==> src/verilog/vsc_pkg.sv <==
// constants, types and carriers for the valley-switched turn-on control
package vsc_pkg;

	////////////////////////////////////////////////////////////////////////////
	// clock
	localparam real CLK_HZ = 25.0e6;

	////////////////////////////////////////////////////////////////////////////
	// frequency-limit oscillator, two product variants
	localparam real F_OSC_LOW_HZ = 136.0e3;
	localparam real F_OSC_HIGH_HZ = 225.0e3;
	// a maximum rate means a least period, so round the period up
	localparam int OSC_LOW_CYC = int'($ceil(CLK_HZ / F_OSC_LOW_HZ));
	localparam int OSC_HIGH_CYC = int'($ceil(CLK_HZ / F_OSC_HIGH_HZ));

	////////////////////////////////////////////////////////////////////////////
	// blanking lengths, in the printed unit (seconds)
	localparam real T_BLANK_SHORT_S = 2.5;
	localparam real T_BLANK_LONG_S = 6.3;
	localparam int BLANK_SHORT_CYC = int'($ceil(T_BLANK_SHORT_S * CLK_HZ));
	localparam int BLANK_LONG_CYC = int'($ceil(T_BLANK_LONG_S * CLK_HZ));

	////////////////////////////////////////////////////////////////////////////
	// values with no printed figure, plain defaults for the top parameters
	localparam real F_STARTER_HZ = 20.0e3;
	localparam real T_TRIG_DELAY_NS = 200.0;
	localparam real T_STROBE_NS = 1000.0;
	localparam real T_OFF_DELAY_NS = 80.0;
	localparam int STARTER_CYC = int'($ceil(CLK_HZ / F_STARTER_HZ));
	localparam int TRIG_DELAY_CYC = int'($ceil(T_TRIG_DELAY_NS * CLK_HZ / 1.0e9));
	localparam int STROBE_CYC = int'($ceil(T_STROBE_NS * CLK_HZ / 1.0e9));
	localparam int OFF_DELAY_CYC = int'($ceil(T_OFF_DELAY_NS * CLK_HZ / 1.0e9));

	// synchroniser depth
	localparam int SYNC_STAGES = 2;

	////////////////////////////////////////////////////////////////////////////
	// supervisory state of the controller
	typedef enum logic [1:0] {
		RS_WAIT_SUPPLY,
		RS_RUN,
		RS_FAULT
	} vsc_run_t;

	// switching phase inside one cycle
	typedef enum logic [1:0] {
		PH_OFF,
		PH_TRIG_WAIT,
		PH_ON,
		PH_OFF_DELAY
	} vsc_phase_t;

	// analog comparator outputs, all asynchronous to the clock
	typedef struct packed {
		logic arm_above;      // demag_detect_input above arming_threshold
		logic trig_below;     // demag_detect_input below trigger_threshold
		logic strobe_hi;      // demag_detect_input above 1 V
		logic supply_on;      // supply at or above supply_on_threshold
		logic supply_low;     // supply below supply_restart_threshold
		logic input_ok;       // bulk input above start threshold
		logic protect_trip;   // any protection tripped
		logic current_limit;  // switch current reached its limit
	} vsc_cmp_t;

endpackage

==> src/verilog/vsc_turn_on_ctrl.sv <==
// turn-on timing of a valley-switched offline converter
`timescale 1ns/1ps
module vsc_turn_on_ctrl
	import vsc_pkg::*;
#(
	parameter bit HIGH_FREQ = 1'b0,                  // selects 225 kHz limit
	parameter int STARTER_PERIOD = STARTER_CYC,      // starter period, cycles
	parameter int TRIG_DELAY = TRIG_DELAY_CYC,       // trigger to turn-on
	parameter int STROBE_AT = STROBE_CYC,            // strobe instant after off
	parameter int OFF_DELAY = OFF_DELAY_CYC,         // limit to turn-off
	parameter int BLANK_SHORT = BLANK_SHORT_CYC,     // short blanking, cycles
	parameter int BLANK_LONG = BLANK_LONG_CYC        // long blanking, cycles
) (
	input wire logic i_clk_sys,        // 25 MHz system clock
	input wire logic i_rst_n,          // async reset, active low
	input wire vsc_cmp_t i_cmp,        // raw comparator levels
	output logic o_gate,               // power switch on
	output logic o_reduced_charge,     // enable reduced_charge_current
	output logic o_starter_mode,       // fixed-frequency starter active
	output logic o_blank_long,         // long blanking length selected
	output logic o_fault               // auto-restart in progress
);

	////////////////////////////////////////////////////////////////////////////
	// widths and constants at counter width

	localparam int OSC_PERIOD = HIGH_FREQ ? OSC_HIGH_CYC : OSC_LOW_CYC;
	// counters share one width, sized for the longest of the long blanking, starter and oscillator counts
	localparam int CNT_TOP = (BLANK_LONG > STARTER_PERIOD) ? BLANK_LONG : STARTER_PERIOD;
	localparam int CNT_MAX = (CNT_TOP > OSC_PERIOD) ? CNT_TOP : OSC_PERIOD;
	localparam int CW = $clog2(CNT_MAX + 1);
	localparam logic [CW-1:0] C_ZERO = '0;
	localparam logic [CW-1:0] C_ONE = CW'(1);
	localparam logic [CW-1:0] C_OSC_LAST = CW'(OSC_PERIOD - 1);
	localparam logic [CW-1:0] C_STARTER_LAST = CW'(STARTER_PERIOD - 1);
	localparam logic [CW-1:0] C_TRIG_DELAY = CW'(TRIG_DELAY);
	localparam logic [CW-1:0] C_OFF_DELAY = CW'(OFF_DELAY);
	localparam logic [CW-1:0] C_STROBE_AT = CW'(STROBE_AT);
	localparam logic [CW-1:0] C_BLANK_SHORT = CW'(BLANK_SHORT);
	localparam logic [CW-1:0] C_BLANK_LONG = CW'(BLANK_LONG);

	////////////////////////////////////////////////////////////////////////////
	// input synchronisation and edge detection

	vsc_cmp_t cmp;
	vsc_cmp_t cmp_prev;
	logic arm_rise;
	logic trig_rise;

	vsc_sync #(
		.WIDTH($bits(vsc_cmp_t))
	) u_sync (
		.i_clk_sys(i_clk_sys),
		.i_rst_n(i_rst_n),
		.i_async(i_cmp),
		.o_sync(cmp)
	);

	// previous synchronised value, for edges only
	always_ff @(posedge i_clk_sys or negedge i_rst_n) begin
		if (!i_rst_n) begin
			cmp_prev <= '0;
		end else begin
			cmp_prev <= cmp;
		end
	end

	// rising above arming, falling below trigger
	assign arm_rise = cmp.arm_above & ~cmp_prev.arm_above;
	assign trig_rise = cmp.trig_below & ~cmp_prev.trig_below;

	////////////////////////////////////////////////////////////////////////////
	// state

	vsc_run_t run, next_run;
	vsc_phase_t phase, next_phase;
	logic [CW-1:0] osc_cnt, next_osc_cnt;
	logic [CW-1:0] blank_cnt, next_blank_cnt;
	logic [CW-1:0] starter_cnt, next_starter_cnt;
	logic [CW-1:0] phase_cnt, next_phase_cnt;
	logic osc_done, next_osc_done;
	logic armed, next_armed;
	logic arm_seen, next_arm_seen;
	logic starter, next_starter;
	logic blank_long, next_blank_long;
	logic restart_seen, next_restart_seen;
	logic gate, next_gate;
	logic charge, next_charge;
	logic fault, next_fault;

	logic blanking;
	logic turn_on;
	logic turn_off;

	assign blanking = (blank_cnt != C_ZERO);

	////////////////////////////////////////////////////////////////////////////
	// next-state logic for the whole controller
	always_comb begin
		next_run = run;
		next_phase = phase;
		next_osc_cnt = osc_cnt;
		next_blank_cnt = blank_cnt;
		next_starter_cnt = starter_cnt;
		next_phase_cnt = phase_cnt;
		next_osc_done = osc_done;
		next_armed = armed;
		next_arm_seen = arm_seen;
		next_starter = starter;
		next_blank_long = blank_long;
		next_restart_seen = restart_seen;
		next_gate = gate;
		turn_on = 1'b0;
		turn_off = 1'b0;

		// limit oscillator, restarted at each turn-on, stops at cycle end
		if (!osc_done) begin
			if (osc_cnt == C_OSC_LAST) begin
				next_osc_done = 1'b1;
				// no arm by cycle end, fall back
				if (phase == PH_OFF && !arm_seen) begin
					next_starter = 1'b1;
				end
			end else begin
				next_osc_cnt = osc_cnt + C_ONE;
			end
		end

		// starter period counter saturates until next turn-on
		if (starter_cnt != C_STARTER_LAST) begin
			next_starter_cnt = starter_cnt + C_ONE;
		end

		// blanking window runs its chosen length
		if (blanking) begin
			// strobe sample picks the blanking length
			if (blank_cnt == C_STROBE_AT) begin
				next_blank_long = ~cmp.strobe_hi;
			end
			if (blank_cnt >= (blank_long ? C_BLANK_LONG : C_BLANK_SHORT)) begin
				next_blank_cnt = C_ZERO;
			end else begin
				next_blank_cnt = blank_cnt + C_ONE;
			end
		end

		unique case (run)
			RS_WAIT_SUPPLY: begin
				if (cmp.supply_on) begin
					next_run = RS_RUN;
				end
			end
			RS_RUN: begin
				unique case (phase)
					PH_OFF: begin
						if (!blanking) begin
							if (arm_rise) begin
								next_armed = 1'b1;
								next_arm_seen = 1'b1;
								next_starter = 1'b0;
							end
							if (trig_rise && armed) begin
								next_armed = 1'b0;
								// limit oscillator gate covers late window end
								if (osc_done && !starter) begin
									next_phase = PH_TRIG_WAIT;
									next_phase_cnt = C_TRIG_DELAY;
								end
							end
							if (starter && !arm_rise && starter_cnt == C_STARTER_LAST) begin
								turn_on = 1'b1;
							end
						end
					end
					PH_TRIG_WAIT: begin
						// fixed delay aims at the valley
						if (phase_cnt == C_ZERO) begin
							turn_on = 1'b1;
						end else begin
							next_phase_cnt = phase_cnt - C_ONE;
						end
					end
					PH_ON: begin
						// current limit starts the off delay
						if (cmp.current_limit) begin
							next_phase = PH_OFF_DELAY;
							next_phase_cnt = C_OFF_DELAY;
						end
					end
					PH_OFF_DELAY: begin
						if (phase_cnt == C_ZERO) begin
							turn_off = 1'b1;
						end else begin
							next_phase_cnt = phase_cnt - C_ONE;
						end
					end
				endcase

				// oscillator period sets the maximum rate
				if (turn_on) begin
					next_phase = PH_ON;
					next_gate = 1'b1;
					next_osc_cnt = C_ZERO;
					next_osc_done = 1'b0;
					next_starter_cnt = C_ZERO;
					next_armed = 1'b0;
				end
				if (turn_off) begin
					next_phase = PH_OFF;
					next_gate = 1'b0;
					next_blank_cnt = C_ONE;
					next_arm_seen = 1'b0;
				end

				// any protection stops switching at once
				if (cmp.protect_trip) begin
					next_run = RS_FAULT;
					next_phase = PH_OFF;
					next_gate = 1'b0;
					next_armed = 1'b0;
					next_restart_seen = 1'b0;
				end
			end
			RS_FAULT: begin
				// remember the fall below restart threshold
				if (cmp.supply_low) begin
					next_restart_seen = 1'b1;
				end
				// supply back at on threshold, new start-up
				if (restart_seen && cmp.supply_on) begin
					next_run = RS_RUN;
					next_restart_seen = 1'b0;
					next_phase = PH_OFF;
					next_starter = 1'b1;
					next_starter_cnt = C_ZERO;
					next_blank_long = 1'b1;
					next_blank_cnt = C_ZERO;
					next_arm_seen = 1'b0;
					next_osc_done = 1'b1;
				end
			end
			default: begin
				next_run = RS_WAIT_SUPPLY;
			end
		endcase

		// reduced charging only while input is high enough
		next_charge = (next_run == RS_FAULT) && next_restart_seen && cmp.input_ok;
		// registered copy of the restart state, so the pin needs no decode
		next_fault = (next_run == RS_FAULT);
	end

	////////////////////////////////////////////////////////////////////////////
	// registers; start-up begins in starter mode with long blanking
	always_ff @(posedge i_clk_sys or negedge i_rst_n) begin
		if (!i_rst_n) begin
			run <= RS_WAIT_SUPPLY;
			phase <= PH_OFF;
			osc_cnt <= '0;
			blank_cnt <= '0;
			starter_cnt <= '0;
			phase_cnt <= '0;
			osc_done <= 1'b1;
			armed <= 1'b0;
			arm_seen <= 1'b0;
			starter <= 1'b1;
			blank_long <= 1'b1;
			restart_seen <= 1'b0;
			gate <= 1'b0;
			charge <= 1'b0;
			fault <= 1'b0;
		end else begin
			run <= next_run;
			phase <= next_phase;
			osc_cnt <= next_osc_cnt;
			blank_cnt <= next_blank_cnt;
			starter_cnt <= next_starter_cnt;
			phase_cnt <= next_phase_cnt;
			osc_done <= next_osc_done;
			armed <= next_armed;
			arm_seen <= next_arm_seen;
			starter <= next_starter;
			blank_long <= next_blank_long;
			restart_seen <= next_restart_seen;
			gate <= next_gate;
			charge <= next_charge;
			fault <= next_fault;
		end
	end

	////////////////////////////////////////////////////////////////////////////
	// outputs, each straight from a flip-flop

	assign o_gate = gate;
	assign o_reduced_charge = charge;
	assign o_starter_mode = starter;
	assign o_blank_long = blank_long;
	assign o_fault = fault;

endmodule

==> src/verilog/vsc_sync.sv <==
// two-flop synchroniser for a group of asynchronous levels
`timescale 1ns/1ps
module vsc_sync #(
	parameter int WIDTH = 1
) (
	input wire logic i_clk_sys,            // system clock
	input wire logic i_rst_n,              // async reset, active low
	input wire logic [WIDTH-1:0] i_async,  // levels from outside the domain
	output logic [WIDTH-1:0] o_sync        // levels safe to use
);
	logic [WIDTH-1:0] meta;

	// first stage is read only by the second
	always_ff @(posedge i_clk_sys or negedge i_rst_n) begin
		if (!i_rst_n) begin
			meta <= '0;
			o_sync <= '0;
		end else begin
			meta <= i_async;
			o_sync <= meta;
		end
	end
endmodule

==> config.mk <==
export PLATFORM = sky130hd
export DESIGN_NAME = vsc_turn_on_ctrl
export DESIGN_NICKNAME = d
export VERILOG_FILES = /design/src/verilog/vsc_pkg.sv /design/src/verilog/vsc_turn_on_ctrl.sv /design/src/verilog/vsc_sync.sv
export SDC_FILE = /design/constraint.sdc
export NUM_CORES = 1
export LEC_CHECK = 0
export BUFFER_PORTS_ARGS = -buffer_cell sky130_fd_sc_hd__buf_4
export CAP_MARGIN = 20
export CORE_ASPECT_RATIO = 0.9
export CORE_UTILIZATION = 35
export CTS_BUF_LIST = sky130_fd_sc_hd__clkbuf_8
export DETAILED_ROUTE_END_ITERATION = 8
export PLACE_DENSITY = 0.6
export RECOVER_POWER = 100
export SYNTH_ARGS = -nofsm -noshare
export SYNTH_HDL_FRONTEND = slang
export SYNTH_HIERARCHICAL = 1
export SYNTH_SLANG_ARGS = --single-unit
==> constraint.sdc <==
create_clock -name i_clk_sys -period 2.3 [get_ports i_clk_sys]
set_input_delay 0.345 -clock i_clk_sys [delete_from_list [all_inputs] [get_ports i_clk_sys]]
set_output_delay 0.345 -clock i_clk_sys [all_outputs]
set_load 0.02 [all_outputs]
==> flow_metrics.env, run 1 <==
export IMPL_synth_warnings=6
export IMPL_syn_to_final_growth_pct=30.20
export IMPL_synth_simple_area_share=0.2505
export IMPL_max_slew_worst_pin_slew_ns=1.242
export IMPL_grt_pass1_vias=6066
export IMPL_nFillCells=1990
export IMPL_critPathKind="register to register"
export IMPL_insertion_delay_ns=0.44
export IMPL_yosysSeqAreaShare=0.4715
export IMPL_grt_pass1_wl_um=29570
export IMPL_port_buffers=14
export IMPL_cts_buffers=17
export IMPL_hold_end="u_sync/o_sync[6]"
export IMPL_r2r_setup_slack_ns=0.002
export IMPL_final_cell_mix="dfrtp_1, nor2_1, buf_4"
export IMPL_drc_errors=0
export IMPL_row_count=50
export IMPL_overflow=0
export IMPL_diodes=0
export IMPL_synth_compound_area_frac=0.1089
export IMPL_worstHoldStart="u_sync/meta[6]"
export IMPL_run_status="complete, no violations"
export IMPL_synth_xor_area_share=0.08992
export IMPL_drive_gt1_frac=0.2400
export IMPL_avgSynthCellArea_um2=9.485
export IMPL_cp_arrival_ns=2.62
export IMPL_seq_area_um2=3582
export IMPL_slew_headroom=0.1719
export IMPL_pin_count=15
export IMPL_setup_slack_ns=0.002167
export IMPL_clock_skew_ns=0.01094
export IMPL_drt_pass1_iter_count=5
export IMPL_routedWlPerCell_um=15.03
export IMPL_synthFlopType="dfrtp_1"
export IMPL_hold_viol=0
export IMPL_cp_start_kind="register"
export IMPL_synth_edf_count=0
export IMPL_viasPerCell=5.128
export IMPL_multi_input_area_um2=4138
export IMPL_grt_max_degree=49
export IMPL_timing_rr_end="blank_cnt[0]"
export IMPL_synth_top_family_by_area="simple AND/OR/NAND/NOR gates"
export IMPL_max_cap_viol_count=0
export IMPL_cp_required_ns=2.63
export IMPL_period_share=0.9991
export IMPL_syn_inst=801
export IMPL_clock_root_buffer="clkbuf_8"
export IMPL_layout_min_cycle_time_ns=2.298
export IMPL_core_um2=21020
export IMPL_leakagePower_nw=4.369
export IMPL_setup_tns_ns=0
export IMPL_cp_max_fo=4
export IMPL_clockBufferDepth=2
export IMPL_whs_ns=0.3506
export IMPL_finalNetCount=975
export IMPL_clkSinkCount=143
export IMPL_synth_cell_types=62
export IMPL_rsz0062_at_grt="yes"
export IMPL_antenna_found_initial=0
export IMPL_endpoint_kind="register"
export IMPL_netlist_area_um2=7597
export IMPL_stdcell_area_um2=9892
export IMPL_gp_congestion=0.8161
export IMPL_vdd_drop_max_uv=387.5
export IMPL_ys_ff_latch=143
export IMPL_worst_r2r_path_depth=10
export IMPL_initial_core_util=0.3614
export IMPL_fmax_ghz=0.4352
export IMPL_hp_class="register to register"
export IMPL_powerDensity_nw_per_um2=1027
export IMPL_routed_via_count=6338
export IMPL_synth_nets=837
export IMPL_die_area_um2=22300
export IMPL_wl_um=18580
export IMPL_finalSetupViolCount=0
export IMPL_drt_initial_drc_count=401
export IMPL_cts_tree="done"
export IMPL_synthAdderAreaFrac=0.04282
export IMPL_hold_path_depth=0
export IMPL_dieHeight_um=141.8
export IMPL_dpl_hpwl_um=12020
export IMPL_timing_rr_start="o_blank_long"
export IMPL_cts_clk_slew_worst_paths_ns=0.08
export IMPL_final_common_cell="dfrtp_1"
export IMPL_place_ws_ns=-0.1719
export IMPL_synth_mux_area_frac=0.006588
export IMPL_synthArstFlopShare=1.000
export IMPL_drtAntennaViolNets=0
export IMPL_die_width_um=157.3
export IMPL_cts_max_level=4
export IMPL_grt_usage=0.1660
export IMPL_drv_slew=0
export IMPL_placed_cell_area_um2=8781
## layer usage
layer,vias to the layer above,share of wire,track usage
met2,106,0.45,0.2562
met1,3083,0.50,0.2373
met5,-,0,0
met3,10,0.032,0.03360
li1,3139,-,-
met4,0,0.0076,0.04037
## report_power, final
part	switching, mW	leakage (nW)	internal [mW]
Clock	0.962	0.216	1.30
Sequential	0.394	1.90	2.93
Combinational	2.38	2.25	2.19
Total	3.74	4.37	6.42
## cell type report
class	instances	share of cell area
multi-input cells	611	0.4183
flip-flops and latches	143	0.3621
repair buffers	144	0.1300
well taps	286	0.03618
clock buffers	18	0.02504
clock inverters	12	0.01948
inverters	22	0.008854
## registers in the layout, indices dropped and copies added, names as in the netlist
| name | flops |
|---|---|
| starter_cnt | 28 |
| phase | 2 |
| blank_cnt | 28 |
| u_sync/meta | 8 |
| cmp_prev | 2 |
| o_fault | 1 |
| osc_done | 1 |
| o_blank_long | 1 |
| o_starter_mode | 1 |
| osc_cnt | 28 |
| o_gate | 1 |
| arm_seen | 1 |
| armed | 1 |
| o_reduced_charge | 1 |
| u_sync/o_sync | 8 |
| phase_cnt | 28 |
| restart_seen | 1 |
| run | 2 |
## cells by family (layout without fill, tap and decap cells)
kind of cell	count (synthesis)	in the layout
XOR/XNOR	78	78
buffers and inverters	48	196
multiplexers	5	5
flip-flops	143	143
AND/OR/NAND/NOR	375	376
AO/OA/AOI/OAI	126	126
adder cells (fa/ha/maj)	26	26
## what timing repair did
item	4_1_cts	5_1_grt
endpoints found under the setup margin	103	115
setup buffers	1	13
hold buffers	9	0
pin swaps	3	24
resized for setup	7	84
endpoints found under the hold margin	51	0
cloned	0	9
## cells in the mapped netlist, drive strengths merged (7+ instances only)
master	count	area [um^2]
nand4	31	193.9
nor3	18	95.09
and3	14	87.58
nand2	52	195.2
buf	14	98.84
clkbuf	12	45.04
a21oi	28	140.1
o31ai	10	75.07
and4	7	61.31
dfrtp	140	3503
ha	26	325.3
inv	22	82.58
o21ai	36	180.2
nand2b	7	51.30
xnor2	23	201.4
a31oi	16	115.1
xor2	55	481.7
or3	9	56.30
nor4	21	131.4
nand3	48	240.2
nor2	128	480.5
and2	11	68.82
## stage by stage
stage / total power, mW / std cells / util
5_1_grt: 10.83 / 1236 / 0.4706
6_report: 10.16 / 1236 / 0.4706
4_1_cts: 9.328 / 1214 / 0.4447
3_5_place_dp: 7.014 / 1174 / 0.4177
2_1_floorplan: 5.540 / 801 / -
3_3_place_gp: 6.963 / 1174 / 0.4177
## how the worst max path moves through the flow
| stage | startpoint | cells after the start | to | slack (ns) |
|---|---|---|---|---|
| after detailed placement | blank_cnt[6] | 7 | blank_cnt[0] | -0.17 |
| after CTS | blank_cnt[1] | 9 | osc_cnt[25] | -0.01 |
| after global routing | o_blank_long | 10 | blank_cnt[0] | -0.08 |
| final | o_blank_long | 10 | blank_cnt[0] | 0.002 |
| after global placement | blank_cnt[6] | 7 | blank_cnt[0] | -0.20 |
| after floorplan | phase_cnt[20] | 8 | osc_cnt[19] | 0.001 |
## critical path, cell delays in order, from the launching register on
cell,delay (ns)
dfstp_2,0.59
buf_8,0.13
buf_12,0.12
ha_4,0.13
nand4b_1,0.12
nor4_2,0.35
o41ai_2,0.13
nand3_1,0.16
buf_4,0.14
nor4_2,0.03
o32a_1,0.27
(Power assumes the default switching activity.)
==> run 2, diff against run 1 <==
--- a/config.mk
+++ b/config.mk
@@ -5,7 +5,7 @@
 export SDC_FILE = /design/constraint.sdc
 export NUM_CORES = 1
 export LEC_CHECK = 0
-export BUFFER_PORTS_ARGS = -buffer_cell sky130_fd_sc_hd__buf_4
+export BUFFER_PORTS_ARGS = -buffer_cell sky130_fd_sc_hd__buf_2
 export CAP_MARGIN = 20
 export CORE_ASPECT_RATIO = 0.9
 export CORE_UTILIZATION = 35
@@ -13,6 +13,7 @@
 export DETAILED_ROUTE_END_ITERATION = 8
 export PLACE_DENSITY = 0.6
 export RECOVER_POWER = 100
+export SKIP_CTS_REPAIR_TIMING = 1
 export SYNTH_ARGS = -nofsm -noshare
 export SYNTH_HDL_FRONTEND = slang
 export SYNTH_HIERARCHICAL = 1
==> constraint.sdc (replaced) <==
create_clock -name i_clk_sys -period 1.9 [get_ports i_clk_sys]
set_input_delay 0.285 -clock i_clk_sys [delete_from_list [all_inputs] [get_ports i_clk_sys]]
set_output_delay 0.285 -clock i_clk_sys [all_outputs]
set_load 0.02 [all_outputs]
==> run 2 against run 1 <==
- the flow now finishes with violations (setup timing)
- cell area increased by 5.8%
- die area unchanged
- routed wire length decreased by 0.63%
- core utilization increased by 2.7 points
- sequential power increased by 18%
- via count increased by 4.4%
- power increased by 21%
- worst hold slack improved by 0.00057 ns
- sequential share of layout area decreased by 2.0 points
- combinational power increased by 34%
- setup slack got worse by 0.47 ns
- critical path depth decreased by 2
- largest power group unchanged
==> flow_metrics.env, run 2 (synthesis gave the netlist of run 1 again) <==
export IMPL_p_total_mw=12.28
export IMPL_routedWlPerCell_um=14.05
export IMPL_clockBufferDepth=2
export IMPL_drive_gt1_frac=0.3200
export IMPL_leakagePower_nw=4.703
export IMPL_violations="setup timing"
export IMPL_drc_errors=0
export IMPL_clock_skew_ns=0.01882
export IMPL_place_ws_ns=-0.5353
export IMPL_cp_arrival_ns=2.70
export IMPL_layout_min_cycle_time_ns=2.371
export IMPL_antenna_found_initial=0
export IMPL_clkSinkCount=143
export IMPL_drt_pass1_iter_count=6
export IMPL_finalNetCount=1051
export IMPL_cts_clk_slew_worst_paths_ns=0.08
export IMPL_grt_max_degree=53
export IMPL_die_width_um=157.3
export IMPL_cp_start_kind="register"
export IMPL_wl_um=18460
export IMPL_viasPerCell=5.036
export IMPL_grt_usage=0.1678
export IMPL_p_sw_mw=4.747
export IMPL_drtAntennaViolNets=0
export IMPL_period_share=1.248
export IMPL_cts_tree="done"
export IMPL_hold_viol=0
export IMPL_pin_count=15
export IMPL_final_cells=1314
export IMPL_max_cap_viol_count=0
export IMPL_setup_slack_ns=-0.4705
export IMPL_fmax_ghz=0.4218
export IMPL_cts_buffers=17
export IMPL_grt_pass1_vias=6267
export IMPL_row_count=50
export IMPL_core_um2=21020
export IMPL_final_common_cell="buf_4"
export IMPL_cts_max_level=4
export IMPL_power_frac_seq=0.320
export IMPL_overflow=0
export IMPL_critPathKind="register to register"
export IMPL_rsz0062_at_grt="yes"
export IMPL_stdcell_area_um2=10470
export IMPL_setup_tns_ns=-42.39
export IMPL_sw_frac_of_total=0.3866
export IMPL_slew_headroom=0.08912
export IMPL_insertion_delay_ns=0.45
export IMPL_cp_max_fo=7
export IMPL_intPower_mw=7.531
export IMPL_syn_to_final_growth_pct=37.76
export IMPL_grt_pass1_wl_um=30070
export IMPL_dp_cells=1253
export IMPL_finalSetupViolCount=119
export IMPL_gp_congestion=0.7893
export IMPL_placed_cell_area_um2=9527
export IMPL_hp_class="register to register"
export IMPL_powerDensity_nw_per_um2=1173
export IMPL_vdd_drop_max_uv=651.3
export IMPL_routed_via_count=6617
export IMPL_dpl_hpwl_um=12430
export IMPL_finalCoreUtilization=0.4979
export IMPL_final_cell_mix="buf_4, dfrtp_1, nor2_1"
export IMPL_dieHeight_um=141.8
export IMPL_drv_slew=0
export IMPL_drt_initial_drc_count=347
export IMPL_power_frac_clock=0.183
export IMPL_endpoint_kind="register"
export IMPL_pwr_share_comb=0.497
export IMPL_initial_core_util=0.3614
export IMPL_diodes=0
export IMPL_port_buffers=14
export IMPL_cp_required_ns=2.23
export IMPL_whs_ns=0.3512
export IMPL_run_status="finished, violations left"
export IMPL_clock_root_buffer="clkbuf_8"
export IMPL_max_slew_worst_pin_slew_ns=1.366
export IMPL_die_area_um2=22300
[run 2: cell types whose count changed in the layout (fill, tap and decap cells not counted), moves of 5 or more]
cell      change
nand3_1       -5
nor2_4        -7
a21oi_1      -11
o21ai_2      +12
a21oi_2      +10
buf_6         +8
clkbuf_4      -9
buf_2        +10
nor2_1        +5
o21ai_0       -8
buf_4        +70
[run 2: area by class of cell]
type	instances	area, um^2
multi-input cells	611	4239
clock buffers	17	234.0
well taps	286	357.8
clock inverters	15	126.4
flip-flops and latches	143	3582
repair buffers	220	1839
fillers	1968	10550
inverters	22	87.58
[run 2: layer usage]
| layer | track usage | wire [um] |
|---|---|---|
| met5 | 0 | 0 |
| met2 | 0.2573 | 8392 |
| met4 | 0.04803 | 210 |
| met1 | 0.2402 | 9286 |
| met3 | 0.03146 | 569 |
[run 2: power groups by stage]
stage	logic (mW)	registers (mW)	clock network, mW
finish	6.11	3.93	2.24
global route	6.70	4.01	2.43
CTS	5.31	3.92	2.30
detailed placement	5.29	3.97	0
global placement	5.20	3.97	0
floorplan	2.92	4.09	0
[run 2: worst paths after layout]
check                                from          endpoint  slack, ns  cells after the start
min in group asynchronous         i_rst_n     phase_cnt[15]       0.68                      2
hold / removal             u_sync/meta[7]  u_sync/o_sync[7]       0.35                      0
max in group asynchronous         i_rst_n    o_starter_mode       0.15                      3
setup / recovery            phase_cnt[22]        osc_cnt[5]      -0.47                      8
setup reg to reg            phase_cnt[22]        osc_cnt[5]      -0.47                      8
hold reg to reg            u_sync/meta[7]  u_sync/o_sync[7]       0.35                      0
[run 2: critical path, stage by stage (launching register included)]
cell	delay, ns
dfrtp_1	0.38
or4_4	0.55
nand2b_4	0.17
or3_4	0.41
buf_6	0.14
a211oi_4	0.23
buf_6	0.18
clkbuf_16	0.16
nor2_1	0.04
